==> src/design/afpm_pkg.sv <==
// Package for the adaptive PID fluctuation monitor: register map, field
// positions, reset values, evaluation counts and the carrier structs.
// Assumes a 32-bit Avalon-MM register bus and 16-bit tenths-scaled values.
`default_nettype none
package afpm_pkg;
    // Register byte offsets (word aligned)
    localparam logic [5:0] OFF_CTRL = 6'h00;
    localparam logic [5:0] OFF_STATUS = 6'h04;
    localparam logic [5:0] OFF_REF_DEV = 6'h08;
    localparam logic [5:0] OFF_OP_DEV = 6'h0c;
    localparam logic [5:0] OFF_REF_PB = 6'h10;
    localparam logic [5:0] OFF_AVG_DEV = 6'h14;
    localparam logic [5:0] OFF_SETPOINT = 6'h18;
    localparam logic [5:0] OFF_MODEL0 = 6'h20;
    localparam logic [5:0] OFF_MODEL3 = 6'h2c;
    localparam logic [5:0] OFF_ACT_PB = 6'h30;
    // Control fields
    localparam int CTRL_MODE_LSB = 0;
    localparam int CTRL_UPD_BIT = 2;
    // Status fields
    localparam int ST_EVAL_BIT = 0;
    localparam int ST_NOTIFY_BIT = 1;
    localparam int ST_UPDEN_BIT = 2;
    localparam int ST_CNT_LSB = 4;
    // Reset values
    localparam logic [15:0] OP_DEV_RST = 16'h01f4;
    localparam logic [15:0] REF_DEV_RST = 16'h0000;
    localparam logic [15:0] SETPOINT_RST = 16'h0000;
    // Evaluation counts and scale
    localparam logic [1:0] REF_EVAL_NUM = 2'h2;
    localparam logic [1:0] SETTLE_EVAL_NUM = 2'h3;
    localparam logic [9:0] PCT_SCALE = 10'h3e8;
    localparam int DIV_STEPS = 26;

    typedef enum logic [1:0] {
        AFPM_DISABLE = 2'h0,
        AFPM_FIXED = 2'h1,
        AFPM_NOTIFY = 2'h2,
        AFPM_AUTO = 2'h3
    } afpm_mode_type;

    typedef enum logic [1:0] {
        ST_IDLE = 2'b00,
        ST_EVAL = 2'b01,
        ST_CALC = 2'b11
    } afpm_state_type;

    typedef struct packed {
        logic [15:0] sp_pb;
        logic [15:0] sp_ti;
        logic [15:0] sp_td;
        logic [15:0] sp_coef;
        logic [15:0] dist_pb;
        logic [15:0] dist_ti;
        logic [15:0] dist_td;
    } afpm_pid_type;

    typedef struct packed {
        logic [15:0] pv_amp;
        logic [15:0] mv_amp;
        logic [15:0] on_time;
        logic [15:0] off_time;
    } afpm_model_type;
endpackage : afpm_pkg
`default_nettype wire

==> src/design/afpm_monitor.sv <==
// Adaptive PID fluctuation monitor for one channel: evaluation gating,
// notification, reference band, average deviation and PID set handling.
// Assumes the PID arithmetic and autotuning run outside and pulse results in.
`default_nettype none

module afpm_monitor
    import afpm_pkg::*;
(
    input wire logic ref_clk, // 20 MHz system clock
    input wire logic reset_n, // Async reset, active low
    input wire logic [5:0] avs_address, // Byte address
    input wire logic avs_read, // Read request
    input wire logic avs_write, // Write request
    input wire logic [31:0] avs_writedata, // Write data
    input wire logic [3:0] avs_byteenable, // Byte lanes
    output logic [31:0] avs_readdata, // Read data
    output logic avs_waitrequest, // Stall
    input wire logic ctrl_start, // Pulse: control run begins
    input wire logic [15:0] pv, // Measured value, tenths degC
    input wire logic at_done, // Pulse: autotuning finished
    input wire afpm_pkg::afpm_model_type at_model, // Model from autotuning
    input wire logic eval_done, // Pulse: evaluation results ready
    input wire afpm_pkg::afpm_pid_type eval_pid, // Newly computed PID sets
    output afpm_pkg::afpm_pid_type act_pid, // PID sets in use
    output afpm_pkg::afpm_model_type model, // Model parameters
    output logic eval_state // Evaluation running
);
    import afpm_pkg::*;

    afpm_state_type state_q;
    afpm_mode_type mode_q;
    afpm_pid_type pend_q;
    logic [15:0] ref_dev_q, op_dev_q, ref_pb_q, avg_q, sp_q;
    logic upd_cmd_q, upd_prev_q, notify_q, upd_en_q, ack_q;
    logic [1:0] cnt_q;
    logic [31:0] rdata_d;

    function automatic logic [15:0] merge16(input logic [15:0] old, input logic [31:0] wd,
                                            input logic [3:0] be);
        merge16 = {be[1] ? wd[15:8] : old[15:8], be[0] ? wd[7:0] : old[7:0]};
    endfunction : merge16

    // Bus handshake: every access answers on the second cycle
    wire req = avs_read | avs_write;
    wire wr_now = avs_write & ack_q;
    assign avs_waitrequest = req & ~ack_q;

    wire sel_ctrl = (avs_address == OFF_CTRL);
    wire sel_status = (avs_address == OFF_STATUS);
    wire sel_ref_dev = (avs_address == OFF_REF_DEV);
    wire sel_op_dev = (avs_address == OFF_OP_DEV);
    wire sel_ref_pb = (avs_address == OFF_REF_PB);
    wire sel_avg = (avs_address == OFF_AVG_DEV);
    wire sel_sp = (avs_address == OFF_SETPOINT);
    wire sel_model = (avs_address >= OFF_MODEL0) && (avs_address <= OFF_MODEL3)
                     && (avs_address[1:0] == 2'b00);
    wire sel_act = (avs_address == OFF_ACT_PB);
    wire [1:0] midx = avs_address[3:2];

    wire [15:0] model_rd = (midx == 2'h0) ? model.pv_amp :
                           (midx == 2'h1) ? model.mv_amp :
                           (midx == 2'h2) ? model.on_time : model.off_time;
    wire [31:0] status_word = {24'h0, 2'b00, cnt_q, 1'b0, upd_en_q, notify_q, eval_state};

    always_comb begin
        rdata_d = 32'h0;
        if (sel_ctrl) begin
            rdata_d = {29'h0, upd_cmd_q, mode_q};
        end else if (sel_status) begin
            rdata_d = status_word;
        end else if (sel_ref_dev) begin
            rdata_d = {16'h0, ref_dev_q};
        end else if (sel_op_dev) begin
            rdata_d = {16'h0, op_dev_q};
        end else if (sel_ref_pb) begin
            rdata_d = {16'h0, ref_pb_q};
        end else if (sel_avg) begin
            rdata_d = {16'h0, avg_q};
        end else if (sel_sp) begin
            rdata_d = {16'h0, sp_q};
        end else if (sel_model) begin
            rdata_d = {16'h0, model_rd};
        end else if (sel_act) begin
            rdata_d = {16'h0, act_pid.sp_pb};
        end
    end

    always_ff @(posedge ref_clk or negedge reset_n) begin
        if (!reset_n) begin
            ack_q <= 1'b0;
            avs_readdata <= 32'h0;
        end else begin
            ack_q <= req & ~ack_q;
            if (avs_read & ~ack_q) begin
                avs_readdata <= rdata_d;
            end
        end
    end

    // Evaluation gate: start value within op_dev share of 0..set point
    wire [31:0] pv_scaled = pv * PCT_SCALE;
    wire [31:0] sp_scaled = sp_q * op_dev_q;
    wire start_ok = (pv_scaled <= sp_scaled);
    wire eval_mode = (mode_q == AFPM_NOTIFY) || (mode_q == AFPM_AUTO);
    wire go_eval = ctrl_start && eval_mode && start_ok && (state_q == ST_IDLE);

    // Comparison against the band stored before this evaluation
    logic calc_done, calc_fluct;
    logic [15:0] calc_pct;
    afpm_fluct_calc u_calc (
        .ref_clk(ref_clk),
        .reset_n(reset_n),
        .start(eval_done && (state_q == ST_EVAL)),
        .ref_pb(ref_pb_q),
        .new_pb(eval_pid.sp_pb),
        .ref_dev(ref_dev_q),
        .done(calc_done),
        .fluct(calc_fluct),
        .pct(calc_pct)
    );

    // pct is registered one cycle after done
    logic fin_q;
    always_ff @(posedge ref_clk or negedge reset_n) begin
        if (!reset_n) begin
            state_q <= ST_IDLE;
            fin_q <= 1'b0;
        end else begin
            fin_q <= calc_done;
            case (state_q)
                ST_IDLE: begin
                    if (go_eval) begin
                        state_q <= ST_EVAL;
                    end
                end
                ST_EVAL: begin
                    if (!eval_mode) begin
                        state_q <= ST_IDLE;
                    end else if (eval_done) begin
                        state_q <= ST_CALC;
                    end
                end
                default: begin
                    if (fin_q) begin
                        state_q <= ST_IDLE;
                    end
                end
            endcase
        end
    end
    assign eval_state = (state_q != ST_IDLE);

    wire settled = (cnt_q == SETTLE_EVAL_NUM);
    wire upd_rise = upd_cmd_q & ~upd_prev_q;
    wire do_update = upd_rise && upd_en_q;
    wire fin = fin_q && (state_q == ST_CALC);
    wire is_notify = (mode_q == AFPM_NOTIFY);

    // Software-written controls
    always_ff @(posedge ref_clk or negedge reset_n) begin
        if (!reset_n) begin
            mode_q <= AFPM_DISABLE;
            upd_cmd_q <= 1'b0;
            upd_prev_q <= 1'b0;
            ref_dev_q <= REF_DEV_RST;
            op_dev_q <= OP_DEV_RST;
            sp_q <= SETPOINT_RST;
        end else begin
            upd_prev_q <= upd_cmd_q;
            if (wr_now && sel_ctrl && avs_byteenable[0]) begin
                mode_q <= afpm_mode_type'(avs_writedata[CTRL_MODE_LSB +: 2]);
                upd_cmd_q <= avs_writedata[CTRL_UPD_BIT];
            end
            if (wr_now && sel_ref_dev) begin
                ref_dev_q <= merge16(ref_dev_q, avs_writedata, avs_byteenable);
            end
            if (wr_now && sel_op_dev) begin
                op_dev_q <= merge16(op_dev_q, avs_writedata, avs_byteenable);
            end
            if (wr_now && sel_sp) begin
                sp_q <= merge16(sp_q, avs_writedata, avs_byteenable);
            end
        end
    end

    // Model parameters: in notify and auto modes autotuning wins over a same-cycle software write
    always_ff @(posedge ref_clk or negedge reset_n) begin
        if (!reset_n) begin
            model <= '0;
        end else if (at_done && eval_mode) begin
            model <= at_model;
        end else if (wr_now && sel_model) begin
            case (midx)
                2'h0: model.pv_amp <= merge16(model.pv_amp, avs_writedata, avs_byteenable);
                2'h1: model.mv_amp <= merge16(model.mv_amp, avs_writedata, avs_byteenable);
                2'h2: model.on_time <= merge16(model.on_time, avs_writedata, avs_byteenable);
                default: model.off_time <= merge16(model.off_time, avs_writedata,
                                                   avs_byteenable);
            endcase
        end
    end

    // Evaluation results, notification and PID sets
    always_ff @(posedge ref_clk or negedge reset_n) begin
        if (!reset_n) begin
            cnt_q <= 2'h0;
            ref_pb_q <= 16'h0000;
            avg_q <= 16'h0000;
            notify_q <= 1'b0;
            upd_en_q <= 1'b0;
            pend_q <= '0;
            act_pid <= '0;
        end else begin
            if (wr_now && sel_ref_pb) begin
                ref_pb_q <= merge16(ref_pb_q, avs_writedata, avs_byteenable);
            end
            if (eval_done && (state_q == ST_EVAL)) begin
                pend_q <= eval_pid;
            end
            if (do_update) begin
                act_pid <= pend_q;
                notify_q <= 1'b0;
                upd_en_q <= 1'b0;
            end
            if (do_update || at_done) begin
                avg_q <= 16'h0000;
            end
            if (fin) begin
                if (!settled) begin
                    cnt_q <= cnt_q + 2'h1;
                end
                if (cnt_q == REF_EVAL_NUM - 2'h1) begin
                    ref_pb_q <= pend_q.sp_pb;
                end
                if (mode_q == AFPM_AUTO) begin
                    act_pid <= pend_q;
                end else if (is_notify) begin
                    upd_en_q <= 1'b1;
                    if (settled && calc_fluct) begin
                        notify_q <= 1'b1;
                    end
                    // Mean of previous average and new result; first settled result seeds it
                    if (settled && !do_update && !at_done) begin
                        avg_q <= (avg_q == 16'h0000) ? calc_pct :
                                 16'((17'(avg_q) + 17'(calc_pct)) >> 1);
                    end
                end
            end
        end
    end

    // Assertions
    a_notify_settle: assert property (@(posedge ref_clk) disable iff (!reset_n)
        notify_q |-> (cnt_q == SETTLE_EVAL_NUM)) else $error("notify before three evals");
    a_notify_set: assert property (@(posedge ref_clk) disable iff (!reset_n)
        (fin && is_notify && settled && calc_fluct) |=> notify_q)
        else $error("fluctuation not notified");
    a_small_fluct: assert property (@(posedge ref_clk) disable iff (!reset_n)
        (fin && is_notify && !calc_fluct && !notify_q) |=> (!notify_q && upd_en_q))
        else $error("small fluctuation handling wrong");
    a_update_apply: assert property (@(posedge ref_clk) disable iff (!reset_n)
        (do_update && !fin) |=> (act_pid == $past(pend_q)) && (avg_q == 16'h0000))
        else $error("update not applied");
    a_avg_clear: assert property (@(posedge ref_clk) disable iff (!reset_n)
        at_done |=> (avg_q == 16'h0000)) else $error("average not cleared");
    a_ref_band: assert property (@(posedge ref_clk) disable iff (!reset_n)
        (fin && cnt_q == 2'h1) |=> (ref_pb_q == $past(pend_q.sp_pb)))
        else $error("reference band not stored");
    a_gate_start: assert property (@(posedge ref_clk) disable iff (!reset_n)
        (state_q == ST_IDLE && ctrl_start && !start_ok) |=> (state_q == ST_IDLE))
        else $error("evaluation started above limit");
    a_fixed_none: assert property (@(posedge ref_clk) disable iff (!reset_n)
        (state_q == ST_IDLE && mode_q == AFPM_FIXED) |=> (state_q == ST_IDLE))
        else $error("evaluation in fixed mode");
    a_auto_apply: assert property (@(posedge ref_clk) disable iff (!reset_n)
        (fin && mode_q == AFPM_AUTO) |=> (act_pid == $past(pend_q)))
        else $error("auto update missing");
    a_eval_ends: assert property (@(posedge ref_clk) disable iff (!reset_n)
        (state_q == ST_EVAL && eval_done) |-> ##[1:30] (state_q == ST_IDLE))
        else $error("evaluation does not end");
    c_notify: cover property (@(posedge ref_clk) disable iff (!reset_n) $rose(notify_q));
    c_update: cover property (@(posedge ref_clk) disable iff (!reset_n) do_update);
    c_auto: cover property (@(posedge ref_clk) disable iff (!reset_n)
        fin && mode_q == AFPM_AUTO);
endmodule : afpm_monitor
`default_nettype wire

==> src/design/afpm_fluct_calc.sv <==
// Fluctuation comparison and deviation percentage for one evaluation.
// Assumes start is a one-cycle pulse and inputs stand while busy.
`default_nettype none
module afpm_fluct_calc
    import afpm_pkg::*;
(
    input wire logic ref_clk, // System clock
    input wire logic reset_n, // Async reset, active low
    input wire logic start, // Begin one comparison
    input wire logic [15:0] ref_pb, // Reference band, tenths
    input wire logic [15:0] new_pb, // New band, tenths
    input wire logic [15:0] ref_dev, // Reference deviation, tenths of percent
    output logic done, // One-cycle result pulse
    output logic fluct, // Fluctuation found
    output logic [15:0] pct // Deviation, tenths of percent
);
    logic [15:0] diff;
    logic [25:0] scaled;
    logic [31:0] lhs;
    logic [16:0] rem_sh;
    logic [25:0] num_q;
    logic [16:0] rem_q;
    logic [4:0] step_q;
    logic busy_q;

    assign diff = (ref_pb >= new_pb) ? ref_pb - new_pb : new_pb - ref_pb;
    assign scaled = diff * PCT_SCALE;
    assign lhs = ref_dev * ref_pb;
    assign rem_sh = {rem_q[15:0], num_q[25]};

    // Multiply across instead of dividing so that equality counts exactly
    always_ff @(posedge ref_clk or negedge reset_n) begin
        if (!reset_n) begin
            fluct <= 1'b0;
        end else if (start) begin
            fluct <= (ref_pb != 16'h0000) && (lhs <= {6'h00, scaled});
        end
    end

    // Restoring divider, one quotient bit per clock
    always_ff @(posedge ref_clk or negedge reset_n) begin
        if (!reset_n) begin
            busy_q <= 1'b0;
            step_q <= 5'h00;
            num_q <= 26'h0;
            rem_q <= 17'h0;
            done <= 1'b0;
            pct <= 16'h0000;
        end else begin
            done <= 1'b0;
            if (start) begin
                busy_q <= (ref_pb != 16'h0000);
                done <= (ref_pb == 16'h0000);
                pct <= 16'h0000;
                step_q <= 5'h00;
                // A zero reference band yields no division, so report 0.0 percent
                num_q <= (ref_pb != 16'h0000) ? scaled : 26'h0;
                rem_q <= 17'h0;
            end else if (busy_q) begin
                if (rem_sh >= {1'b0, ref_pb}) begin
                    rem_q <= rem_sh - {1'b0, ref_pb};
                    num_q <= {num_q[24:0], 1'b1};
                end else begin
                    rem_q <= rem_sh;
                    num_q <= {num_q[24:0], 1'b0};
                end
                step_q <= step_q + 5'h01;
                if (step_q == 5'(DIV_STEPS - 1)) begin
                    busy_q <= 1'b0;
                    done <= 1'b1;
                end
            end else if (done) begin
                pct <= (num_q[25:16] != 10'h000) ? 16'hffff : num_q[15:0];
            end
        end
    end
endmodule : afpm_fluct_calc
`default_nettype wire

==> config.mk <==
export PLATFORM = sky130hd
export DESIGN_NAME = afpm_monitor
export DESIGN_NICKNAME = d
export VERILOG_FILES = /design/src/design/afpm_pkg.sv /design/src/design/afpm_monitor.sv /design/src/design/afpm_fluct_calc.sv
export SDC_FILE = /design/constraint.sdc
export NUM_CORES = 2
export LEC_CHECK = 0
export BUFFER_PORTS_ARGS = -buffer_cell sky130_fd_sc_hd__buf_2
export CORE_MARGIN = 2
export CORE_UTILIZATION = 35
export DETAILED_ROUTE_END_ITERATION = 10
export MAX_ROUTING_LAYER = met4
export PLACE_DENSITY = 0.53
export SETUP_SLACK_MARGIN = 0.05
export SYNTH_ARGS = -nofsm -noshare
export SYNTH_HDL_FRONTEND = slang
export SYNTH_SLANG_ARGS = --single-unit
==> constraint.sdc <==
create_clock -name ref_clk -period 16.2 [get_ports ref_clk]
set_input_delay 0.81 -clock ref_clk [delete_from_list [all_inputs] [get_ports ref_clk]]
set_output_delay 0.81 -clock ref_clk [all_outputs]
set_load 0.02 [all_outputs]
==> qor.log <==
INFO  logic_synthesis synthesis.yosys.warnings=0
INFO  grt            grt_pass1_vias=36400
INFO  pwr            p_int=3.84mW
INFO  grt            grt_pass1_wl=213000microns
INFO  detailed_routing detailed_route_wl=134000microns
INFO  floorplanning  die_width=366microns
INFO  critical_path  worst_path_dominant_cell_family=adder cells
INFO  detailed_routing avgRoutedWirePerCell=19.2microns
INFO  timing         fin_skew=0.0389ns
INFO  place          gp_congestion=0.902
INFO  critical_path  critical_path.n_buffers_inverters=4
INFO  floorplanning  core_area=130000squm
INFO  detailed_routing remaining_drc_errors=0
INFO  pwr            switchingPower=3.17mW
INFO  critical_path  start_point_of_the_critical_path=ref_pb_q[13]
INFO  finish         areaGrowthSynthToFinish=12.8%
INFO  critical_path  critical_path_peak_fanout=21
INFO  logic_synthesis ys_ff_latch=462
INFO  floorplanning  io_pins=451
INFO  timing         finalSetupViolations=0
INFO  logic_synthesis synth_flop_cell=dfrtp_1
INFO  critical_path  critical_path_cell_count=35
INFO  clock_tree     insertion_delay=0.67ns
INFO  finish         drive_gt1_share=15.7%
INFO  clock_tree     cts_htree_levels=2
INFO  clock_tree     cts-buffers-inserted=57
INFO  timing         period_minus_slack=10.28ns
INFO  logic_synthesis postSynthCellCount=4879
INFO  logic_synthesis synth.yosys.seq_area_share=25.2%
INFO  timing         highest_clock_rate=0.0973GHz
INFO  clock_tree     clkSinkCount=462
INFO  floorplanning  row_count=132
INFO  grt            number_of_antenna_violations_at_the_first_check_in_global_routing=12
INFO  timing         setup-tns-final=0ns
INFO  detailed_routing drt_iter0_markers=1988
INFO  timing         post-route-worst-setup-slack=5.92ns
INFO  critical_path  timing.critical_path.slowest_cell_delay=0.59ns
INFO  logic_synthesis synth_cell_count_leaders=nand2_1 (803), inv_1 (692), fa_1 (493), dfrtp_1 (456), ha_1 (420)
INFO  timing         finalCritPeriodShare=63.4%
INFO  logic_synthesis synth.top_cells.by_area=dfrtp_1 (25%), fa_1 (22%), ha_1 (11%)
INFO  pwr            pwr-share-clk=19.9%
INFO  pwr            power.leakage=26.6nW
INFO  timing         tightestPinTransition=1.07ns
INFO  critical_path  crit_top_cell=fa_1
INFO  grt            pin_count_of_the_biggest_net_entering_global_routing=102
INFO  pwr            sequentialPowerShare=21.0%
INFO  pwr            sw_frac_of_total=45.3%
INFO  clock_tree     cts.clk_slew.worst_paths=0.06ns
INFO  grt            grt.overflow.total=0
INFO  critical_path  critPathLaunchType=register
INFO  clock_tree     cts_root_buffer=clkbuf_16
INFO  timing         final_hold_viol_count=0
INFO  place          io_buffer_count=416
INFO  critical_path  cpMaxStageDelayCell=fa_1
INFO  critical_path  reg2reg_from=ref_pb_q[13]
INFO  floorplanning  start_util=35.3%
INFO  detailed_routing drt_pre_antenna_iters=5
INFO  clock_tree     cts_resized=0
INFO  detailed_routing ant_nets=0
INFO  clock_tree     cts.repair_timing.setup_buffer_count=0
INFO  critical_path  end_kind=register
INFO  logic_synthesis post-synth-top-area-fraction=24.9%
INFO  logic_synthesis ys_types=89
INFO  place          post_placement_worst_setup_slack=5.83ns
INFO  clock_tree     cts_buffer_depth=3
INFO  critical_path  critPathKind=reg -> reg
INFO  logic_synthesis syn_area_per_cell=9.40squm
INFO  finish         postLayoutCellArea=51700squm
INFO  hold_path      holdCritPathClass=in -> async
INFO  finish         nets=6344
INFO  floorplanning  dieHeight=366microns
INFO  detailed_routing post_drt_via_cell_ratio=5.04
INFO  logic_synthesis yosys.cell_count.top_type=nand2_1
INFO  logic_synthesis synthArstFlopShare=100%
INFO  timing         grt_setup_unrepaired=no
INFO  floorplanning  die-area=134000squm
INFO  detailed_routing routed_via_count=35200
INFO  logic_synthesis number_of_enable_type_register_cells_in_the_synthesized_netlist=0
INFO  timing         slew_viol_final=0
INFO  timing         worst_slew_margin_rel=28.8%
INFO  pwr            powerDensity=136nW/um^2
INFO  critical_path  depth_of_the_most_critical_reg_to_reg_path=35
INFO  place          placement.cell_area=49700squm
INFO  pwr            max-vdd-ir-drop=0.160mV
INFO  place          place_hpwl=103000microns
INFO  pwr            combinationalPowerShare=59.0%
INFO  status         status=complete, no violations
INFO  logic_synthesis synth_largest_area_cell=dfrtp_1
INFO  job            maxCapViolations=0
INFO  pwr            p_total=7.01mW
INFO  logic_synthesis synth_area=45800squm
INFO  clock_tree     tritoncts=built
INFO  critical_path  worst-endpoint-required=16.76ns
INFO  grt            combined_global_route_utilization_of_all_metal_layers=20.7%
INFO  timing         holdWs=0.214ns
INFO  clock_tree     post_cts_hold_buffer_count=0
INFO  critical_path  critical_path_arrival=10.84ns
cells by family after synthesis:
kind of cell / synth area share (%)
AOI/OAI and AO/OA: 10.2
xor gates and xnor gates: 2.80
adders and majority gates: 33.0
buffers and inverters: 7.86
DFF: 25.2
muxes: 6.82
other: 0.00818
and+or+nand+nor: 14.0
metrics by stage:
stage	cells	util [%]
after floorplan	4894	-
after global placement	6873	38.3
after detailed placement	6873	38.3
after CTS	6980	39.8
after global routing	6987	39.8
final	6991	39.8
final timing paths:
path | end | slack, ns
worst max register to register | u_calc.fluct | 5.92
max in group asynchronous | model[10] | 13.00
worst min-delay path | act_pid[25] | 0.21
worst max-delay path | u_calc.fluct | 5.92
worst min register to register | fin_q | 0.37
min in group ref_clk | pend_q[45] | 0.35
cell usage in the layout (no fill, tap or decap), types with 13 or more instances in the layout:
master	Yosys	final
nand2_1	803	803
inv_1	692	692
fa_1	493	493
dfrtp_1	456	455
ha_1	420	420
buf_2	6	415
a21oi_1	234	234
and2_1	217	216
o21ai_0	213	213
mux2_2	165	165
nor2_1	143	142
mux2i_1	85	85
xnor2_1	82	82
buf_4	17	61
clkbuf_16	0	57
nor2b_1	54	54
a21o_1	52	52
xor2_1	47	47
nand3_1	41	41
a211oi_1	33	33
nor3_1	32	32
nand4_1	24	24
nand2b_1	23	23
o22ai_1	20	20
a31oi_1	20	19
nor4_1	17	17
o21bai_1	17	17
clkbuf_8	0	17
a221o_1	16	16
mux4_2	16	16
o221a_2	16	16
conb_1	1	16
and3_1	15	15
a221oi_1	15	15
or3_1	14	14
o21a_1	13	13
registers in the layout, summed over array words and instances (netlist names), 2 cells and up:
register	cells
u_calc.pct	16
ref_dev_q	16
pend_q	112
avg_q	16
state_q	2
model	64
cnt_q	2
mode_q	2
u_calc.step_q	5
u_calc.rem_q	16
act_pid	112
u_calc.num_q	26
avs_readdata	16
op_dev_q	16
sp_q	16
ref_pb_q	16
area by class of cell:
cell class | count | area [sq um]
well taps | 1742 | 2180
diodes | 11 | 27.5
clock inverters | 23 | 345
clock buffers | 84 | 1700
inverters | 693 | 2600
fillers | 13100 | 78100
flip-flops and latches | 462 | 11600
multi-input cells | 3499 | 30800
repair buffers | 477 | 2550
power groups by stage:
| stage | logic [mW] | clock network, mW | registers [mW] |
|---|---|---|---|
| global placement | 4.09 | 0 | 1.49 |
| detailed placement | 4.14 | 0 | 1.49 |
| global route | 4.71 | 1.47 | 1.49 |
| CTS | 4.18 | 1.44 | 1.47 |
| finish | 4.14 | 1.40 | 1.48 |
| floorplan | 3.00 | 0 | 1.47 |
layer usage:
layer,vias to the layer above,GRT usage [%],wire (microns)
met4,0,5.03,3370
met5,-,-,0
met1,17600,27.5,60500
met2,941,33.0,62200
met3,165,3.44,8010
li1,16500,-,-
Power figures use the tool's default switching activity.
